File: config.mk
export PLATFORM = sky130hd
export DESIGN_NAME = vseq_regs
export DESIGN_NICKNAME = d
export VERILOG_FILES = /design/src/logic/vseq_pkg.sv /design/src/logic/seq_cfg_if.sv /design/src/logic/dot_timing.sv /design/src/logic/font_locator.sv /design/src/logic/vseq_regs.sv
export SDC_FILE = /design/constraint.sdc
export NUM_CORES = 1
export LEC_CHECK = 0
export ABC_AREA = 1
export BUFFER_PORTS_ARGS = -buffer_cell sky130_fd_sc_hd__buf_2
export CAP_MARGIN = 20
export CORE_MARGIN = 2
export CORE_UTILIZATION = 56
export CTS_CLUSTER_SIZE = 30
export DETAILED_ROUTE_END_ITERATION = 10
export PLACE_DENSITY_LB_ADDON = 0.2
export RECOVER_POWER = 25
export SYNTH_ARGS = -nofsm -noshare
export SYNTH_HDL_FRONTEND = slang
export SYNTH_HIERARCHICAL = 1
export SYNTH_SLANG_ARGS = --single-unit
File: constraint.sdc
create_clock -name clk_in -period 4.79 [get_ports clk_in]
set_clock_uncertainty 0.05 [all_clocks]
set_input_delay 0.958 -clock clk_in [delete_from_list [all_inputs] [get_ports clk_in]]
set_output_delay 0.958 -clock clk_in [all_outputs]
set_load 0.05 [all_outputs]
File: src/logic/vseq_pkg.sv
// constants and helpers shared by the video sequencer register bank
package vseq_pkg;
  // ------------------------------------------------------------
  // io port addresses
  // ------------------------------------------------------------
  localparam logic [15:0] PORT_STATUS_A = 16'h03c2;
  localparam logic [15:0] PORT_GEN_OUT_WR = 16'h03c2;
  localparam logic [15:0] PORT_GEN_OUT_RD = 16'h03cc;
  localparam logic [15:0] PORT_DECODE_CTRL = 16'h03c3;
  localparam logic [15:0] PORT_SEQ_INDEX = 16'h03c4;
  localparam logic [15:0] PORT_SEQ_DATA = 16'h03c5;
  localparam logic [15:0] PORT_FEATURE_RD = 16'h03ca;
  localparam logic [15:0] PORT_STATUS_B_MONO = 16'h03ba;
  localparam logic [15:0] PORT_STATUS_B_COLOR = 16'h03da;
  // ------------------------------------------------------------
  // sequencer indices
  // ------------------------------------------------------------
  localparam logic [2:0] IDX_HALT = 3'h0;
  localparam logic [2:0] IDX_CLOCKING = 3'h1;
  localparam logic [2:0] IDX_PLANE_WE = 3'h2;
  localparam logic [2:0] IDX_FONT_SEL = 3'h3;
  localparam logic [2:0] IDX_MEM_MODE = 3'h4;
  // ------------------------------------------------------------
  // field positions
  // ------------------------------------------------------------
  localparam int GO_PORT_BASE = 0;
  localparam int GO_BUF_DEC = 1;
  localparam int GO_CLK_LO = 2;
  localparam int GO_HSYNC_NEG = 6;
  localparam int GO_VSYNC_NEG = 7;
  localparam int SA_SENSE = 4;
  localparam int SA_IRQ = 7;
  localparam int SB_DISP_OFF = 0;
  localparam int SB_VRETRACE = 3;
  localparam int DC_ENABLE = 0;
  localparam int HALT_ASYNC = 0;
  localparam int HALT_SYNC = 1;
  localparam int CM_DOTS8 = 0;
  localparam int CM_LOAD2 = 2;
  localparam int CM_DIV2 = 3;
  localparam int CM_LOAD4 = 4;
  localparam int CM_BLANK = 5;
  localparam int MM_LARGE = 1;
  // ------------------------------------------------------------
  // reset values and encodings
  // ------------------------------------------------------------
  localparam logic [7:0] RST_GEN_OUT = 8'h00;
  localparam logic [7:0] RST_DECODE = 8'h01;
  localparam logic [7:0] RST_HALT = 8'h03;
  localparam logic [7:0] RST_CLOCKING = 8'h00;
  localparam logic [7:0] RST_PLANE_WE = 8'h0f;
  localparam logic [7:0] RST_FONT = 8'h00;
  localparam logic [7:0] RST_MEM_MODE = 8'h00;
  localparam logic [7:0] RST_FEATURE = 8'h00;
  localparam logic [1:0] CLK_SRC_25M = 2'h0;
  localparam logic [1:0] CLK_SRC_28M = 2'h1;
  localparam logic [1:0] CLK_SRC_EXT = 2'h2;
  localparam logic [9:0] LINES_400 = 10'h190;
  localparam logic [9:0] LINES_350 = 10'h15e;
  localparam logic [9:0] LINES_480 = 10'h1e0;
  localparam logic [7:0] DUP_CODE_LO = 8'hc0;
  localparam logic [7:0] DUP_CODE_HI = 8'hdf;
  localparam logic [3:0] DOT_LAST_8 = 4'h7;
  localparam logic [3:0] DOT_LAST_9 = 4'h8;

  // 3-bit bank code to physical 8KB block number in map 2
  function automatic logic [2:0] font_block(input logic [2:0] code);
    font_block = {code[1:0], code[2]};
  endfunction
endpackage

File: src/logic/seq_cfg_if.sv
// configuration and timing strobes passed inside the sequencer
`timescale 1ns/1ps
interface seq_cfg_if;
  logic run;
  logic sync_hold;
  logic async_clr;
  logic div2;
  logic dots8;
  logic load2;
  logic load4;
  logic large_mem;
  logic [2:0] bank_a;
  logic [2:0] bank_b;
  logic char_tick;
  logic ser_load;
  modport ctrl (output run, sync_hold, async_clr, div2, dots8, load2,
    load4, large_mem, bank_a, bank_b, input char_tick, ser_load);
  modport timing (input run, sync_hold, async_clr, div2, dots8, load2,
    load4, output char_tick, ser_load);
  modport font (input dots8, large_mem, bank_a, bank_b);
endinterface

File: src/logic/dot_timing.sv
// dot, character and serializer load timing of the sequencer
`timescale 1ns/1ps
module dot_timing
  import vseq_pkg::*;
(
  input wire logic clk_in,
  input wire logic rstn_in,
  seq_cfg_if.timing cfg
);
  logic phase_r;
  logic [3:0] dot_r;
  logic [1:0] load_r;
  logic char_tick_r;
  logic ser_load_r;
  logic halted_r;
  wire dot_en = !cfg.div2 || phase_r;
  wire [3:0] dot_last = cfg.dots8 ? DOT_LAST_8 : DOT_LAST_9;
  wire at_char_end = dot_en && (dot_r == dot_last);
  // sync halt waits for the character boundary so no data is lost
  wire hold = cfg.sync_hold && (at_char_end || halted_r);
  wire [1:0] load_mask = cfg.load4 ? 2'h3 : (cfg.load2 ? 2'h1 : 2'h0);

  // the async halt clears this same cycle, mid-character
  always_ff @(posedge clk_in) begin
    if (!rstn_in || cfg.async_clr || hold) begin
      phase_r <= 1'b0;
      dot_r <= 4'h0;
      load_r <= 2'h0;
      char_tick_r <= 1'b0;
      ser_load_r <= 1'b0;
      halted_r <= rstn_in;
    end else begin
      halted_r <= 1'b0;
      phase_r <= !phase_r;
      char_tick_r <= at_char_end;
      ser_load_r <= at_char_end && ((load_r & load_mask) == 2'h0);
      if (dot_en) begin
        dot_r <= at_char_end ? 4'h0 : dot_r + 4'h1;
      end
      if (at_char_end) begin
        load_r <= load_r + 2'h1;
      end
    end
  end
  assign cfg.char_tick = char_tick_r;
  assign cfg.ser_load = ser_load_r;
endmodule

File: src/logic/font_locator.sv
// font bank block selection and ninth-dot generation
`timescale 1ns/1ps
module font_locator
  import vseq_pkg::*;
(
  input wire logic clk_in,
  input wire logic rstn_in,
  seq_cfg_if.font cfg,
  input wire logic alpha_mode_in,
  input wire logic attr_b3_in,
  input wire logic [7:0] char_code_in,
  input wire logic dot8_in,
  output logic [2:0] block_out,
  output logic dot9_out
);
  wire use_a = !alpha_mode_in || attr_b3_in;
  wire [2:0] code = use_a ? cfg.bank_a : cfg.bank_b;
  // without the large memory span both banks fall back to block 0
  wire [2:0] block_nxt = cfg.large_mem ? font_block(code) : 3'h0;
  wire dup = char_code_in >= DUP_CODE_LO && char_code_in <= DUP_CODE_HI;
  wire dot9_nxt = !cfg.dots8 && dup && dot8_in;

  always_ff @(posedge clk_in) begin
    if (!rstn_in) begin
      block_out <= 3'h0;
      dot9_out <= 1'b0;
    end else begin
      block_out <= block_nxt;
      dot9_out <= dot9_nxt;
    end
  end
endmodule

File: src/logic/vseq_regs.sv
// general and sequencer register bank of the video subsystem
//
// Summary of operation
// - clock field picks 25M, 28M or external
// - sync polarity bits code vertical line count
// - buffer decode bit off drops display accesses
// - port base bit moves status B and feature write ports
// - status A shows pending retrace irq, sense
// - status B bit 3 high during vertical retrace
// - status B bit 0 is inverted display enable
// - feature register: write 3?A, read 3CA, inert
// - subsystem enable gates io and memory decode, except its own port
// - index port selects sequencer data register
// - sync halt bit clears at character boundary
// - async halt bit clears sequencer immediately
// - blank bit blanks picture, keeps sync
// - serializer loads every 1, 2 or 4 chars
// - dot clock bit halves master clock
// - 8 or 9 dot chars, ninth copies eighth for codes C0-DF
// - plane mask enables writes per map
// - attribute bit 3 chooses font bank A or B
// - bank A block from bits 5,3,2
// - bank B block from bits 4,1,0
// - bank B code maps like bank A
// - large memory bit required for bank choice
// - bits 7/6 set choose negative vertical/horizontal sync
`timescale 1ns/1ps
module vseq_regs
  import vseq_pkg::*;
#(
  parameter int IDX_W = 3,
  parameter int PLANES = 4
)(
  // clock and reset
  input wire logic clk_in,
  input wire logic rstn_in,
  // host io port access
  input wire logic [15:0] io_addr_in,
  input wire logic io_wr_in,
  input wire logic io_rd_in,
  input wire logic [7:0] io_wdata_in,
  output logic [7:0] io_rdata_out,
  output logic io_ack_out,
  // host memory access to the display buffer
  input wire logic mem_wr_in,
  input wire logic mem_rd_in,
  output logic [PLANES-1:0] plane_wr_out,
  output logic mem_ack_out,
  // status inputs from the display timing
  input wire logic frame_irq_pending_in,
  input wire logic mon_sense_in,
  input wire logic vretrace_in,
  input wire logic disp_en_in,
  // character path inputs
  input wire logic alpha_mode_in,
  input wire logic attr_b3_in,
  input wire logic [7:0] char_code_in,
  input wire logic dot8_in,
  // clock and frame configuration
  output logic [1:0] clk_src_out,
  output logic clk_ext_sel_out,
  output logic clk_sel_bad_out,
  output logic [9:0] vert_lines_out,
  output logic vsync_pos_out,
  output logic hsync_pos_out,
  output logic crt_color_base_out,
  // sequencer state and timing
  output logic seq_run_out,
  output logic blank_out,
  output logic sys_bw_max_out,
  output logic char_tick_out,
  output logic ser_load_out,
  // font path
  output logic [2:0] font_block_out,
  output logic dot9_out
);
  // ------------------------------------------------------------
  // parameter check
  // ------------------------------------------------------------
  if (IDX_W != 3 || PLANES != 4) begin : g_bad_param
    $error("vseq_regs supports only IDX_W 3 and PLANES 4");
  end

  // ------------------------------------------------------------
  // registers
  // ------------------------------------------------------------
  logic [7:0] gen_out_r;
  logic [7:0] decode_ctrl_r;
  logic [IDX_W-1:0] seq_index_r;
  logic [7:0] feature_r;
  logic [7:0] halt_r;
  logic [7:0] clocking_r;
  logic [7:0] plane_we_r;
  logic [7:0] font_sel_r;
  logic [7:0] mem_mode_r;
  logic [7:0] rdata_nxt;
  logic rd_hit;

  seq_cfg_if cfg();

  // ------------------------------------------------------------
  // port decode
  // ------------------------------------------------------------
  wire dec_on = decode_ctrl_r[DC_ENABLE];
  wire [15:0] port_b = gen_out_r[GO_PORT_BASE] ?
    PORT_STATUS_B_COLOR : PORT_STATUS_B_MONO;
  // the enable register itself stays reachable while decode is off
  wire sel_dc = io_addr_in == PORT_DECODE_CTRL;
  wire sel_go_wr = dec_on && io_addr_in == PORT_GEN_OUT_WR;
  wire sel_go_rd = dec_on && io_addr_in == PORT_GEN_OUT_RD;
  wire sel_sa = dec_on && io_addr_in == PORT_STATUS_A;
  wire sel_idx = dec_on && io_addr_in == PORT_SEQ_INDEX;
  wire sel_dat = dec_on && io_addr_in == PORT_SEQ_DATA;
  wire sel_ft_rd = dec_on && io_addr_in == PORT_FEATURE_RD;
  wire sel_sb = dec_on && io_addr_in == port_b;
  wire wr_go = io_wr_in && sel_go_wr;
  wire wr_dc = io_wr_in && sel_dc;
  wire wr_idx = io_wr_in && sel_idx;
  wire wr_ft = io_wr_in && sel_sb;
  wire wr_dat = io_wr_in && sel_dat;
  wire wr_halt = wr_dat && seq_index_r == IDX_HALT;
  wire wr_clk = wr_dat && seq_index_r == IDX_CLOCKING;
  wire wr_pwe = wr_dat && seq_index_r == IDX_PLANE_WE;
  wire wr_font = wr_dat && seq_index_r == IDX_FONT_SEL;
  wire wr_mm = wr_dat && seq_index_r == IDX_MEM_MODE;

  // ------------------------------------------------------------
  // status words
  // ------------------------------------------------------------
  // live inputs are sampled on the read, so software sees them now
  wire [7:0] status_a = {frame_irq_pending_in, 2'h0,
    mon_sense_in, 4'h0};
  wire [7:0] status_b = {4'h0, vretrace_in, 2'h0,
    !disp_en_in};

  // sequencer data read, unmapped indices read zero
  logic [7:0] seq_rd;
  always_comb begin
    case (seq_index_r)
      IDX_HALT: seq_rd = {6'h00, halt_r[1:0]};
      IDX_CLOCKING: seq_rd = {2'h0, clocking_r[5:2], 1'b0,
        clocking_r[0]};
      IDX_PLANE_WE: seq_rd = {4'h0, plane_we_r[3:0]};
      IDX_FONT_SEL: seq_rd = {2'h0, font_sel_r[5:0]};
      IDX_MEM_MODE: seq_rd = {4'h0, mem_mode_r[3:1], 1'b0};
      default: seq_rd = 8'h00;
    endcase
  end

  always_comb begin
    rdata_nxt = 8'h00;
    rd_hit = 1'b1;
    if (sel_dc) begin
      rdata_nxt = {7'h00, decode_ctrl_r[DC_ENABLE]};
    end else if (sel_go_rd) begin
      rdata_nxt = {gen_out_r[7:6], 2'h0, gen_out_r[3:0]};
    end else if (sel_sa) begin
      rdata_nxt = status_a;
    end else if (sel_sb) begin
      rdata_nxt = status_b;
    end else if (sel_ft_rd) begin
      rdata_nxt = 8'h00;
    end else if (sel_idx) begin
      rdata_nxt = {5'h00, seq_index_r};
    end else if (sel_dat) begin
      rdata_nxt = seq_rd;
    end else begin
      rd_hit = 1'b0;
    end
  end

  // ------------------------------------------------------------
  // register writes
  // ------------------------------------------------------------
  always_ff @(posedge clk_in) begin
    if (!rstn_in) begin
      gen_out_r <= RST_GEN_OUT;
      decode_ctrl_r <= RST_DECODE;
      feature_r <= RST_FEATURE;
    end else begin
      if (wr_go) begin
        gen_out_r <= io_wdata_in;
      end
      if (wr_dc) begin
        decode_ctrl_r <= io_wdata_in;
      end
      if (wr_ft) begin
        feature_r <= io_wdata_in;
      end
    end
  end

  always_ff @(posedge clk_in) begin
    if (!rstn_in) begin
      seq_index_r <= IDX_HALT;
    end else if (wr_idx) begin
      seq_index_r <= io_wdata_in[IDX_W-1:0];
    end
  end

  always_ff @(posedge clk_in) begin
    if (!rstn_in) begin
      halt_r <= RST_HALT;
      clocking_r <= RST_CLOCKING;
      plane_we_r <= RST_PLANE_WE;
      font_sel_r <= RST_FONT;
      mem_mode_r <= RST_MEM_MODE;
    end else begin
      if (wr_halt) begin
        halt_r <= io_wdata_in;
      end
      if (wr_clk) begin
        clocking_r <= io_wdata_in;
      end
      if (wr_pwe) begin
        plane_we_r <= io_wdata_in;
      end
      if (wr_font) begin
        font_sel_r <= io_wdata_in;
      end
      if (wr_mm) begin
        mem_mode_r <= io_wdata_in;
      end
    end
  end

  // ------------------------------------------------------------
  // configuration to the sequencer
  // ------------------------------------------------------------
  wire run_nxt = halt_r[HALT_SYNC] && halt_r[HALT_ASYNC];
  assign cfg.run = run_nxt;
  assign cfg.sync_hold = !halt_r[HALT_SYNC];
  // unregistered so the clear lands in the cycle after the write
  assign cfg.async_clr = !halt_r[HALT_ASYNC];
  assign cfg.div2 = clocking_r[CM_DIV2];
  assign cfg.dots8 = clocking_r[CM_DOTS8];
  assign cfg.load2 = clocking_r[CM_LOAD2];
  assign cfg.load4 = clocking_r[CM_LOAD4];
  assign cfg.large_mem = mem_mode_r[MM_LARGE];
  assign cfg.bank_a = {font_sel_r[5], font_sel_r[3:2]};
  assign cfg.bank_b = {font_sel_r[4], font_sel_r[1:0]};

  dot_timing u_timing (
    .clk_in(clk_in),
    .rstn_in(rstn_in),
    .cfg(cfg.timing)
  );

  font_locator u_font (
    .clk_in(clk_in),
    .rstn_in(rstn_in),
    .cfg(cfg.font),
    .alpha_mode_in(alpha_mode_in),
    .attr_b3_in(attr_b3_in),
    .char_code_in(char_code_in),
    .dot8_in(dot8_in),
    .block_out(font_block_out),
    .dot9_out(dot9_out)
  );

  // ------------------------------------------------------------
  // derived configuration outputs
  // ------------------------------------------------------------
  wire [1:0] clk_code = gen_out_r[GO_CLK_LO+1:GO_CLK_LO];
  wire [1:0] size_code = gen_out_r[GO_VSYNC_NEG:GO_HSYNC_NEG];
  logic [9:0] lines_nxt;
  always_comb begin
    case (size_code)
      2'h1: lines_nxt = LINES_400;
      2'h2: lines_nxt = LINES_350;
      2'h3: lines_nxt = LINES_480;
      default: lines_nxt = 10'h000;
    endcase
  end
  // display buffer decode needs both the subsystem and buffer enables
  wire mem_on = dec_on && gen_out_r[GO_BUF_DEC];
  wire [PLANES-1:0] pwe_nxt = {PLANES{mem_wr_in && mem_on}} &
    plane_we_r[PLANES-1:0];

  always_ff @(posedge clk_in) begin
    if (!rstn_in) begin
      io_rdata_out <= 8'h00;
      io_ack_out <= 1'b0;
      plane_wr_out <= '0;
      mem_ack_out <= 1'b0;
    end else begin
      io_rdata_out <= (io_rd_in && rd_hit) ? rdata_nxt : 8'h00;
      io_ack_out <= (io_rd_in && rd_hit) ||
        (io_wr_in && (wr_go || wr_dc || wr_idx || wr_ft || wr_dat));
      plane_wr_out <= pwe_nxt;
      mem_ack_out <= (mem_wr_in || mem_rd_in) && mem_on;
    end
  end

  always_ff @(posedge clk_in) begin
    if (!rstn_in) begin
      clk_src_out <= CLK_SRC_25M;
      clk_ext_sel_out <= 1'b0;
      clk_sel_bad_out <= 1'b0;
      vert_lines_out <= 10'h000;
      vsync_pos_out <= 1'b1;
      hsync_pos_out <= 1'b1;
      crt_color_base_out <= 1'b0;
    end else begin
      clk_src_out <= clk_code;
      clk_ext_sel_out <= clk_code == CLK_SRC_EXT;
      clk_sel_bad_out <= clk_code == 2'h3;
      vert_lines_out <= lines_nxt;
      vsync_pos_out <= !gen_out_r[GO_VSYNC_NEG];
      hsync_pos_out <= !gen_out_r[GO_HSYNC_NEG];
      crt_color_base_out <= gen_out_r[GO_PORT_BASE];
    end
  end

  always_ff @(posedge clk_in) begin
    if (!rstn_in) begin
      seq_run_out <= 1'b0;
      blank_out <= 1'b0;
      sys_bw_max_out <= 1'b0;
      char_tick_out <= 1'b0;
      ser_load_out <= 1'b0;
    end else begin
      seq_run_out <= run_nxt;
      // blanking leaves the timing counters, and so sync, running
      blank_out <= clocking_r[CM_BLANK];
      sys_bw_max_out <= clocking_r[CM_BLANK];
      char_tick_out <= cfg.char_tick;
      ser_load_out <= cfg.ser_load;
    end
  end
endmodule

---- Yosys cells after proc, flatten, opt, wreduce, memory -nomap -nowiden ----
Cells that the tools add are included.
word-level totals
  flip-flop bits (word level) ............. 83
  bits in latches ......................... 0
  memory bits (writable) .................. 0
  ROM bits ................................ 0
  input port bits ......................... 45
  output and inout port bits .............. 40
  logic and storage cells ................. 138
  memories ................................ 0
operators by class
  $add $sub $neg .......................... 2
  multipliers ............................. 0
  divide/modulo/power cells ............... 0
  magnitude comparators ................... 2
  equality and inequality tests ........... 17
  shifts and indexed selects .............. 0
  mux-type cells .......................... 22
  bitwise logic cells ..................... 5
  reductions and logical operators ........ 56
operators with widths
  operator                                                  count
  == test 16 x 10 -> 1 bit, second input constant           6
  two-way mux 8 bit                                         6
  case mux 6 bit (5 select lines)                           1
  logical AND 1 bit                                         28
  case mux 9 bit (3 select lines)                           1
  == test 16 x 10 -> 1 bit                                  1
  logical OR 1 bit                                          11
  logical NOT 1 bit                                         10
  two-way mux 1 bit                                         9
  OR reduction 9 bit                                        1
  == test 2 bit, second input constant                      4
  greater-or-equal comparator 8 bit, second input constant  1
  less-or-equal comparator 8 bit, second input constant     1
  two-way mux 4 bit                                         2
  two-way mux 7 bit                                         1
  == test 3 x 2 -> 1 bit, second input constant             2
  adder 4 x 1 -> 4 bit, second input constant               1
  AND 4 bit                                                 1
  == test 4 bit                                             1
  AND reduction 2 bit                                       2
  OR reduction 4 bit                                        1
  == test 3 x 1 -> 1 bit, second input constant             1
  == test 3 bit, second input constant                      1
  logical NOT 3 bit                                         1
  other kinds (8)                                           10

---- Longest topological paths before layout ----
Gate-level depths: netlist of the first run.
  word-level depth ........................ 12
  mapped depth ............................ 12
  depth with buffers taken out ............ 12

---- Modules after synthesis ----
Netlist of the first run, hierarchy kept.
modules (own cells, without submodules)
  module        times used  cells an instance  area each (µm²)  sequential area each (µm²)
  vseq_regs     1           347                2575.0           1221.2
  dot_timing    1           71                 536.8            200.2
  font_locator  1           28                 177.7            80.1

---- Least setup slack after synthesis of the first run ----
Ideal clock, no wire load.
  path type ............................... input -> register
  from .................................... input port io_addr_in[15]
  to ...................................... register gen_out_r[0]
  library setup time ...................... 0.079 ns
  arrival time ............................ 2.069 ns
  data required time ...................... 4.661 ns
  setup slack ............................. 2.592 ns
  stages .................................. 7
  path buffers ............................ 0
  cells stage by stage .................... nor2_1 -> nand2_1 -> nor2_4 -> nand4_1 -> nor2_1 -> nand2_1 -> a22oi_1
on the way
  word-level cells in the longest chain between the ends .. 3
RTL lines
  element                   line              source
  start: declaration        vseq_regs.sv:38   input wire logic [15:0] io_addr_in,
  == test 16 x 10 -> 1 bit  vseq_regs.sv:109  wire sel_go_wr = dec_on && io_addr_in == PORT_GEN_OUT_WR;
  logical AND 1 bit         vseq_regs.sv:109
  logical AND 1 bit         vseq_regs.sv:116  wire wr_go = io_wr_in && sel_go_wr;
  end signal: assignment    vseq_regs.sv:182  gen_out_r <= io_wdata_in;
  end: declaration          vseq_regs.sv:87   logic [7:0] gen_out_r;
No other way between the ends.
A chain may end at the register's enable or synchronous reset.

---- Worst setup path in the final report of the first run ----
  from .................................... input port rstn_in
  to ...................................... register io_rdata_out[7]
on the way
  word-level cells in the longest chain between the ends .. 2
RTL lines
  element                              line              source
  start: declaration                   vseq_regs.sv:36   input wire logic rstn_in,
  NOT 1 bit (no source line)           -
  OR reduction 3 bit (no source line)  -
  end signal: assignment               vseq_regs.sv:287  io_rdata_out <= (io_rd_in && rd_hit) ? rdata_nxt : 8'h00;
  end: declaration                     vseq_regs.sv:42   output logic [7:0] io_rdata_out,
No other way between the ends.

==> impl_metrics.csv, run 1 <==
group,metric,value,unit
power_and_ir_drop,p_per_area,315,nW/um2
setup_path,crit_path_end,"io_rdata_out[7]",
synth,syn_avg_cell_area,7.38,um2
cells_and_area,drive_gt1_share,22.7,%
timing,setup_viol,0,
setup_path,cp_common_cell,"clkbuf_1",
drt,wl_per_cell,12.4,um
drt,wl_met1,3.20,mm
timing,fin_crit_sh,59.9,%
cells_and_area,mostFrequentLayoutCell,"nand2_1",
placement,dpl.hpwl,5.45,mm
placement,gp_congestion,0.894,
floorplanning,fp.dieH,80.6,um
setup_path,cp.arrival,3.09,ns
drt,drc_errors,0,
setup_path,worstPathCellList,"clkbuf_1, clkbuf_1, nand2_1, inv_1, nand3_1, nor2_1",
timing,fmaxAchievable,348,MHz
drt,drt_pass1_iterations,4,
global_route,antenna_found_initial,0,
drt,viasPerCell,5.00,
floorplanning,io_pins,85,
global_route,grtUsageTotal,25.1,%
run_status,status,"complete, no violations",
cts,ctsHtreeMaxLevel,3,
cells_and_area,layout_common_cells,"94 x nand2_1, 76 x buf_2, 75 x dfxtp_1",
setup_path,reg2regPathDepth,8,
placement,port_buffers,77,
synth,syn_inst,445,
timing,period_needed,2.87,ns
timing,relSlewSlack,15.8,%
placement,dpl_cell_area,3710,um2
setup_path,slowest_stage,"clkbuf_1",
cells_and_area,syn_to_final_growth,19.5,%
setup_path,rr_startpoint,"decode_ctrl_r[0]",
power_and_ir_drop,power.switching,276,uW
hold_path,whs_path_depth,2,
cts,cts.path.max_buffers,2,
floorplanning,start_util,58.9,%
cts,cts_tree,"built",
timing,slew_viol_final,0,
cts,path_clk_slew,0.08,ns
cts,hold_buffers,0,
power_and_ir_drop,power_frac_comb,5.2,%
global_route,grt_max_degree,31,
cts,cts_resized,0,
drt,drtIter0Drc,260,
cts,post-cts-setup-buffers,0,
floorplanning,fp.dieArea,6500,um2
cells_and_area,antennaDiodeCount,0,
floorplanning,core-area,5570,um2
timing,tightest_slew,1.26,ns
cts,cts_buffers,9,
setup_path,cp_max_fo,30,
setup_path,rrSetupSlack,2.93,ns
power_and_ir_drop,power_frac_seq,51.0,%
floorplanning,num_rows,27,
drt,top_layer_used,"met4",
job,drv_cap,0,
drt,ant_nets,0,
global_route,globalRoute.totalOverflow,0,
power_and_ir_drop,clkPwrFrac,43.8,%
setup_path,startpoint,"rstn_in",
global_route,grt_pass1_vias,2879,
timing,finalSetupTns,0,ns
cts,clk_latency,0.34,ns
floorplanning,die_w,80.6,um
synth,syn_area,3290,um2
power_and_ir_drop,p_total,1.24,mW
setup_path,crit_path_start_kind,"input pin",
power_and_ir_drop,ir_drop,220,uV
timing,grt_setup_unrepaired,"no",
placement,dp.cells,585,
cts,cts_sinks,75,
power_and_ir_drop,p_int,961,uW
timing,final_hold_viol_count,0,
drt,dr_wl_met2,3.53,mm
placement,place_ws,2.14,ns
drt,met3WireLength,583,um
power_and_ir_drop,p_leak,2.04,nW
cts,cts-root-buf,"clkbuf_8",
cells_and_area,fin_cells,601,
synth,ys_warn_count,6,
drt,routed_wirelength,7.42,mm
cells_and_area,final_area,3930,um2
global_route,grt_pass1_wl,12.5,mm
timing,timing.final.ws_setup,1.92,ns
setup_path,reg2reg_to,"font_sel_r[3]",
setup_path,worstSetupEndpointType,"flip-flop",
power_and_ir_drop,p_sw_share,22.3,%
setup_path,required,5.01,ns
drt,vias,3006,
cells_and_area,final_nets,574,
setup_path,crit_type,"in2reg",
hold_path,hold_class,"reg2reg",
setup_path,slowest_delay,0.99,ns
-- sequential cells by signal (all words and copies together), names as in the netlist, 2 cells and up --
register / cells
io_rdata_out: 8
font_sel_r: 6
gen_out_r: 6
vert_lines_out: 6
clocking_r: 5
plane_we_r: 4
plane_wr_out: 4
u_timing/dot_r: 4
mem_mode_r: 3
seq_index_r: 3
u_font/block_out: 3
clk_src_out: 2
halt_r: 2
u_timing/load_r: 2
-- through the flow --
stage	hold slack [ns]	util, %
finish	0.365	70.4
detailed placement	0.346	66.5
global placement	0.347	66.5
global route	0.409	70.4
CTS	0.365	70.6
floorplan	0.340	-
-- layer usage --
metal / vias up / GRT usage [%]
li1: 1557 / -
met1: 1327 / 29.8
met2: 112 / 43.4
met3: 10 / 4.49
met4: 0 / 12.5
met5: - / 0
-- critical path: cells and delay by family --
kind	cells	cell delay (ns)
buffers and inverters	3	1.58
AND/OR/NAND/NOR	3	0.55
-- area by class of cell --
| type | instances | area (um2) |
|---|---|---|
| fillers | 483 | 1650 |
| flip-flops and latches | 75 | 1500 |
| multi-input cells | 292 | 1470 |
| repair buffers | 78 | 388 |
| inverters | 68 | 255 |
| clock buffers | 11 | 141 |
| well taps | 72 | 90.1 |
| clock inverters | 5 | 85.1 |
-- worst min path at each step --
stage | slack [ns] | startpoint | to
3_3_place_gp | 0.35 | u_timing/cfg.char_tick | char_tick_out
4_1_cts | 0.36 | u_timing/cfg.char_tick | char_tick_out
6_report | 0.37 | u_timing/cfg.char_tick | char_tick_out
3_5_place_dp | 0.35 | u_timing/cfg.char_tick | char_tick_out
2_1_floorplan | 0.34 | u_timing/cfg.char_tick | char_tick_out
5_1_grt | 0.41 | u_timing/cfg.ser_load | ser_load_out
-- power groups by stage --
| stage | logic, mW | clock network, mW | registers [mW] |
|---|---|---|---|
| final | 0.0645 | 0.542 | 0.630 |
| after global routing | 0.0720 | 0.580 | 0.631 |
| after CTS | 0.0654 | 0.550 | 0.630 |
| after detailed placement | 0.0652 | 0 | 0.645 |
| after global placement | 0.0633 | 0 | 0.645 |
| after floorplan | 0.0366 | 0 | 0.646 |
No activity file was read; power rests on OpenSTA's default activity.
==> run 2, diff against run 1 <==
--- a/config.mk
+++ b/config.mk
@@ -9,7 +9,7 @@
 export BUFFER_PORTS_ARGS = -buffer_cell sky130_fd_sc_hd__buf_2
 export CAP_MARGIN = 20
 export CORE_MARGIN = 2
-export CORE_UTILIZATION = 56
+export CORE_UTILIZATION = 47
 export CTS_CLUSTER_SIZE = 30
 export DETAILED_ROUTE_END_ITERATION = 10
 export PLACE_DENSITY_LB_ADDON = 0.2
==> constraint.sdc (replaced) <==
create_clock -name clk_in -period 2.5 [get_ports clk_in]
set_clock_uncertainty 0.05 [all_clocks]
set_input_delay 0.5 -clock clk_in [delete_from_list [all_inputs] [get_ports clk_in]]
set_output_delay 0.5 -clock clk_in [all_outputs]
set_load 0.05 [all_outputs]
==> impl_metrics.csv, run 2 (synthesized netlist as in run 1, its figures left out) <==
group,metric,value,unit
run_status,status,"complete, no violations",
setup_path,slowest_delay,0.63,ns
setup_path,rr_startpoint,"decode_ctrl_r[0]",
floorplanning,core-area,6790,um2
cts,cts_tree,"built",
timing,final_hold_viol_count,0,
drt,wl_per_cell,11.8,um
power_and_ir_drop,power_frac_comb,5.6,%
setup_path,cp_common_cell,"clkbuf_1",
setup_path,rrSetupSlack,0.70,ns
cts,post-cts-setup-buffers,0,
drt,vias,2946,
timing,grt_setup_unrepaired,"no",
power_and_ir_drop,p_leak,2.03,nW
cts,hold_buffers,0,
placement,gp_congestion,0.877,
cells_and_area,largest_reg_flops,8,
cts,cts-root-buf,"clkbuf_8",
cells_and_area,top_register,"io_rdata_out",
global_route,grt_max_degree,21,
timing,fin_crit_sh,72.7,%
timing,period_needed,1.82,ns
setup_path,crit_path_start_kind,"input pin",
placement,port_buffers,77,
cells_and_area,seq_area,1500,um2
timing,tightest_slew,0.739,ns
global_route,globalRoute.totalOverflow,0,
cts,cts_buffers,9,
cells_and_area,final_nets,576,
power_and_ir_drop,p_per_area,563,nW/um2
timing,setup_viol,0,
power_and_ir_drop,p_int,1.69,mW
cts,cts_resized,0,
drt,drtIter0Drc,132,
job,drv_cap,0,
cells_and_area,multi_input_area,1470,um2
setup_path,cp.arrival,2.05,ns
cts,cts.path.max_buffers,2,
power_and_ir_drop,ir_drop,375,uV
timing,finalSetupTns,0,ns
setup_path,crit_type,"in2reg",
cells_and_area,post-route-util,57.8,%
global_route,grt_pass1_vias,2672,
hold_path,hold_start,"mem_rd_in",
setup_path,startpoint,"rstn_in",
cells_and_area,fin_cells,625,
power_and_ir_drop,clkPwrFrac,39.7,%
hold_path,hold_class,"in2reg",
setup_path,cp_max_fo,20,
setup_path,worstSetupEndpointType,"flip-flop",
cts,clk_latency,0.35,ns
drt,ant_nets,0,
power_and_ir_drop,p_sw_share,23.3,%
floorplanning,num_rows,30,
cells_and_area,antennaDiodeCount,0,
cts,ctsHtreeMaxLevel,3,
power_and_ir_drop,power_frac_seq,54.7,%
drt,drt_pass1_iterations,4,
placement,dpl.hpwl,5.59,mm
floorplanning,start_util,48.4,%
drt,viasPerCell,4.71,
floorplanning,fp.dieH,87.6,um
floorplanning,die_w,87.6,um
cells_and_area,mostFrequentLayoutCell,"nand2_1",
setup_path,slowest_stage,"clkbuf_1",
drt,drc_errors,0,
cells_and_area,syn_to_final_growth,19.4,%
timing,fmaxAchievable,550,MHz
global_route,grtUsageTotal,20.0,%
setup_path,worstPathCellList,"clkbuf_1, clkbuf_1, o21ai_0, a21oi_1",
cts,path_clk_slew,0.08,ns
global_route,antenna_found_initial,0,
cells_and_area,layout_common_cells,"94 x nand2_1, 76 x buf_2, 75 x dfxtp_1",
global_route,grt_pass1_wl,11.9,mm
drt,routed_wirelength,7.37,mm
floorplanning,fp.dieArea,7680,um2
timing,slew_viol_final,0,
floorplanning,io_pins,85,
cells_and_area,drive_gt1_share,22.9,%
cts,cts_sinks,75,
setup_path,required,2.73,ns
cells_and_area,fillCellCount,667,
placement,dp.cells,611,
timing,relSlewSlack,50.7,%
power_and_ir_drop,power.switching,514,uW
==> run 2: cell types whose count changed in the layout (fill, tap and decap cells not counted) <==
cell / change
buf_4: +1
bufinv_16: -1
clkbuf_8: -1
clkinv_2: +2
inv_6: -1
nor2_1: -1
nor2_2: +1
==> run 2: worst max-delay path: cells and delay by family <==
kind                   cells  cell delay, ns
buffers and inverters      2            1.15
AO/OA/AOI/OAI              2            0.38
==> run 2: per-stage QoR <==
stage | setup WS, ns | total power [mW] | hold WS, ns | instance area (um2)
6_report | 0.682 | 2.21 | 0.333 | 3920
2_1_floorplan | 0.760 | 1.31 | 0.340 | 3290
3_3_place_gp | 0.449 | 1.36 | 0.349 | 3750
3_5_place_dp | 0.400 | 1.36 | 0.349 | 3750
5_1_grt | 0.481 | 2.29 | 0.343 | 3920
4_1_cts | 0.708 | 2.23 | 0.321 | 3930
==> run 2: final cells by class <==
cell class,count,area share [%]
inverters,68,6.51
repair buffers,80,10.2
well taps,96,3.06
clock buffers,9,3.16
multi-input cells,292,37.4
clock inverters,5,1.43
flip-flops and latches,75,38.3
==> run 2: power by group through the flow <==
stage                     clock network, mW  registers [mW]  logic (mW)
final                                 0.876            1.21       0.125
after global routing                  0.940            1.21       0.140
after CTS                             0.898            1.21       0.127
after detailed placement                  0            1.24       0.126
after global placement                    0            1.23       0.123
after floorplan                           0            1.24      0.0701
==> run 2: path summary, 6_finish.rpt <==
path | end | depth (start not counted)
max reg2reg | font_sel_r[0] | 8
max | font_sel_r[0] | 4
min | mem_ack_out | 3
min reg2reg | char_tick_out | 2
==> run 2: per-layer routing <==
layer  up-vias  part of all wire, %  track usage, %
met5         -                    0               0
met4         0                  2.0            10.1
met3        18                  5.4            4.15
met2        77                   44            31.5
met1      1288                   48            26.0
li1       1563                    -               -
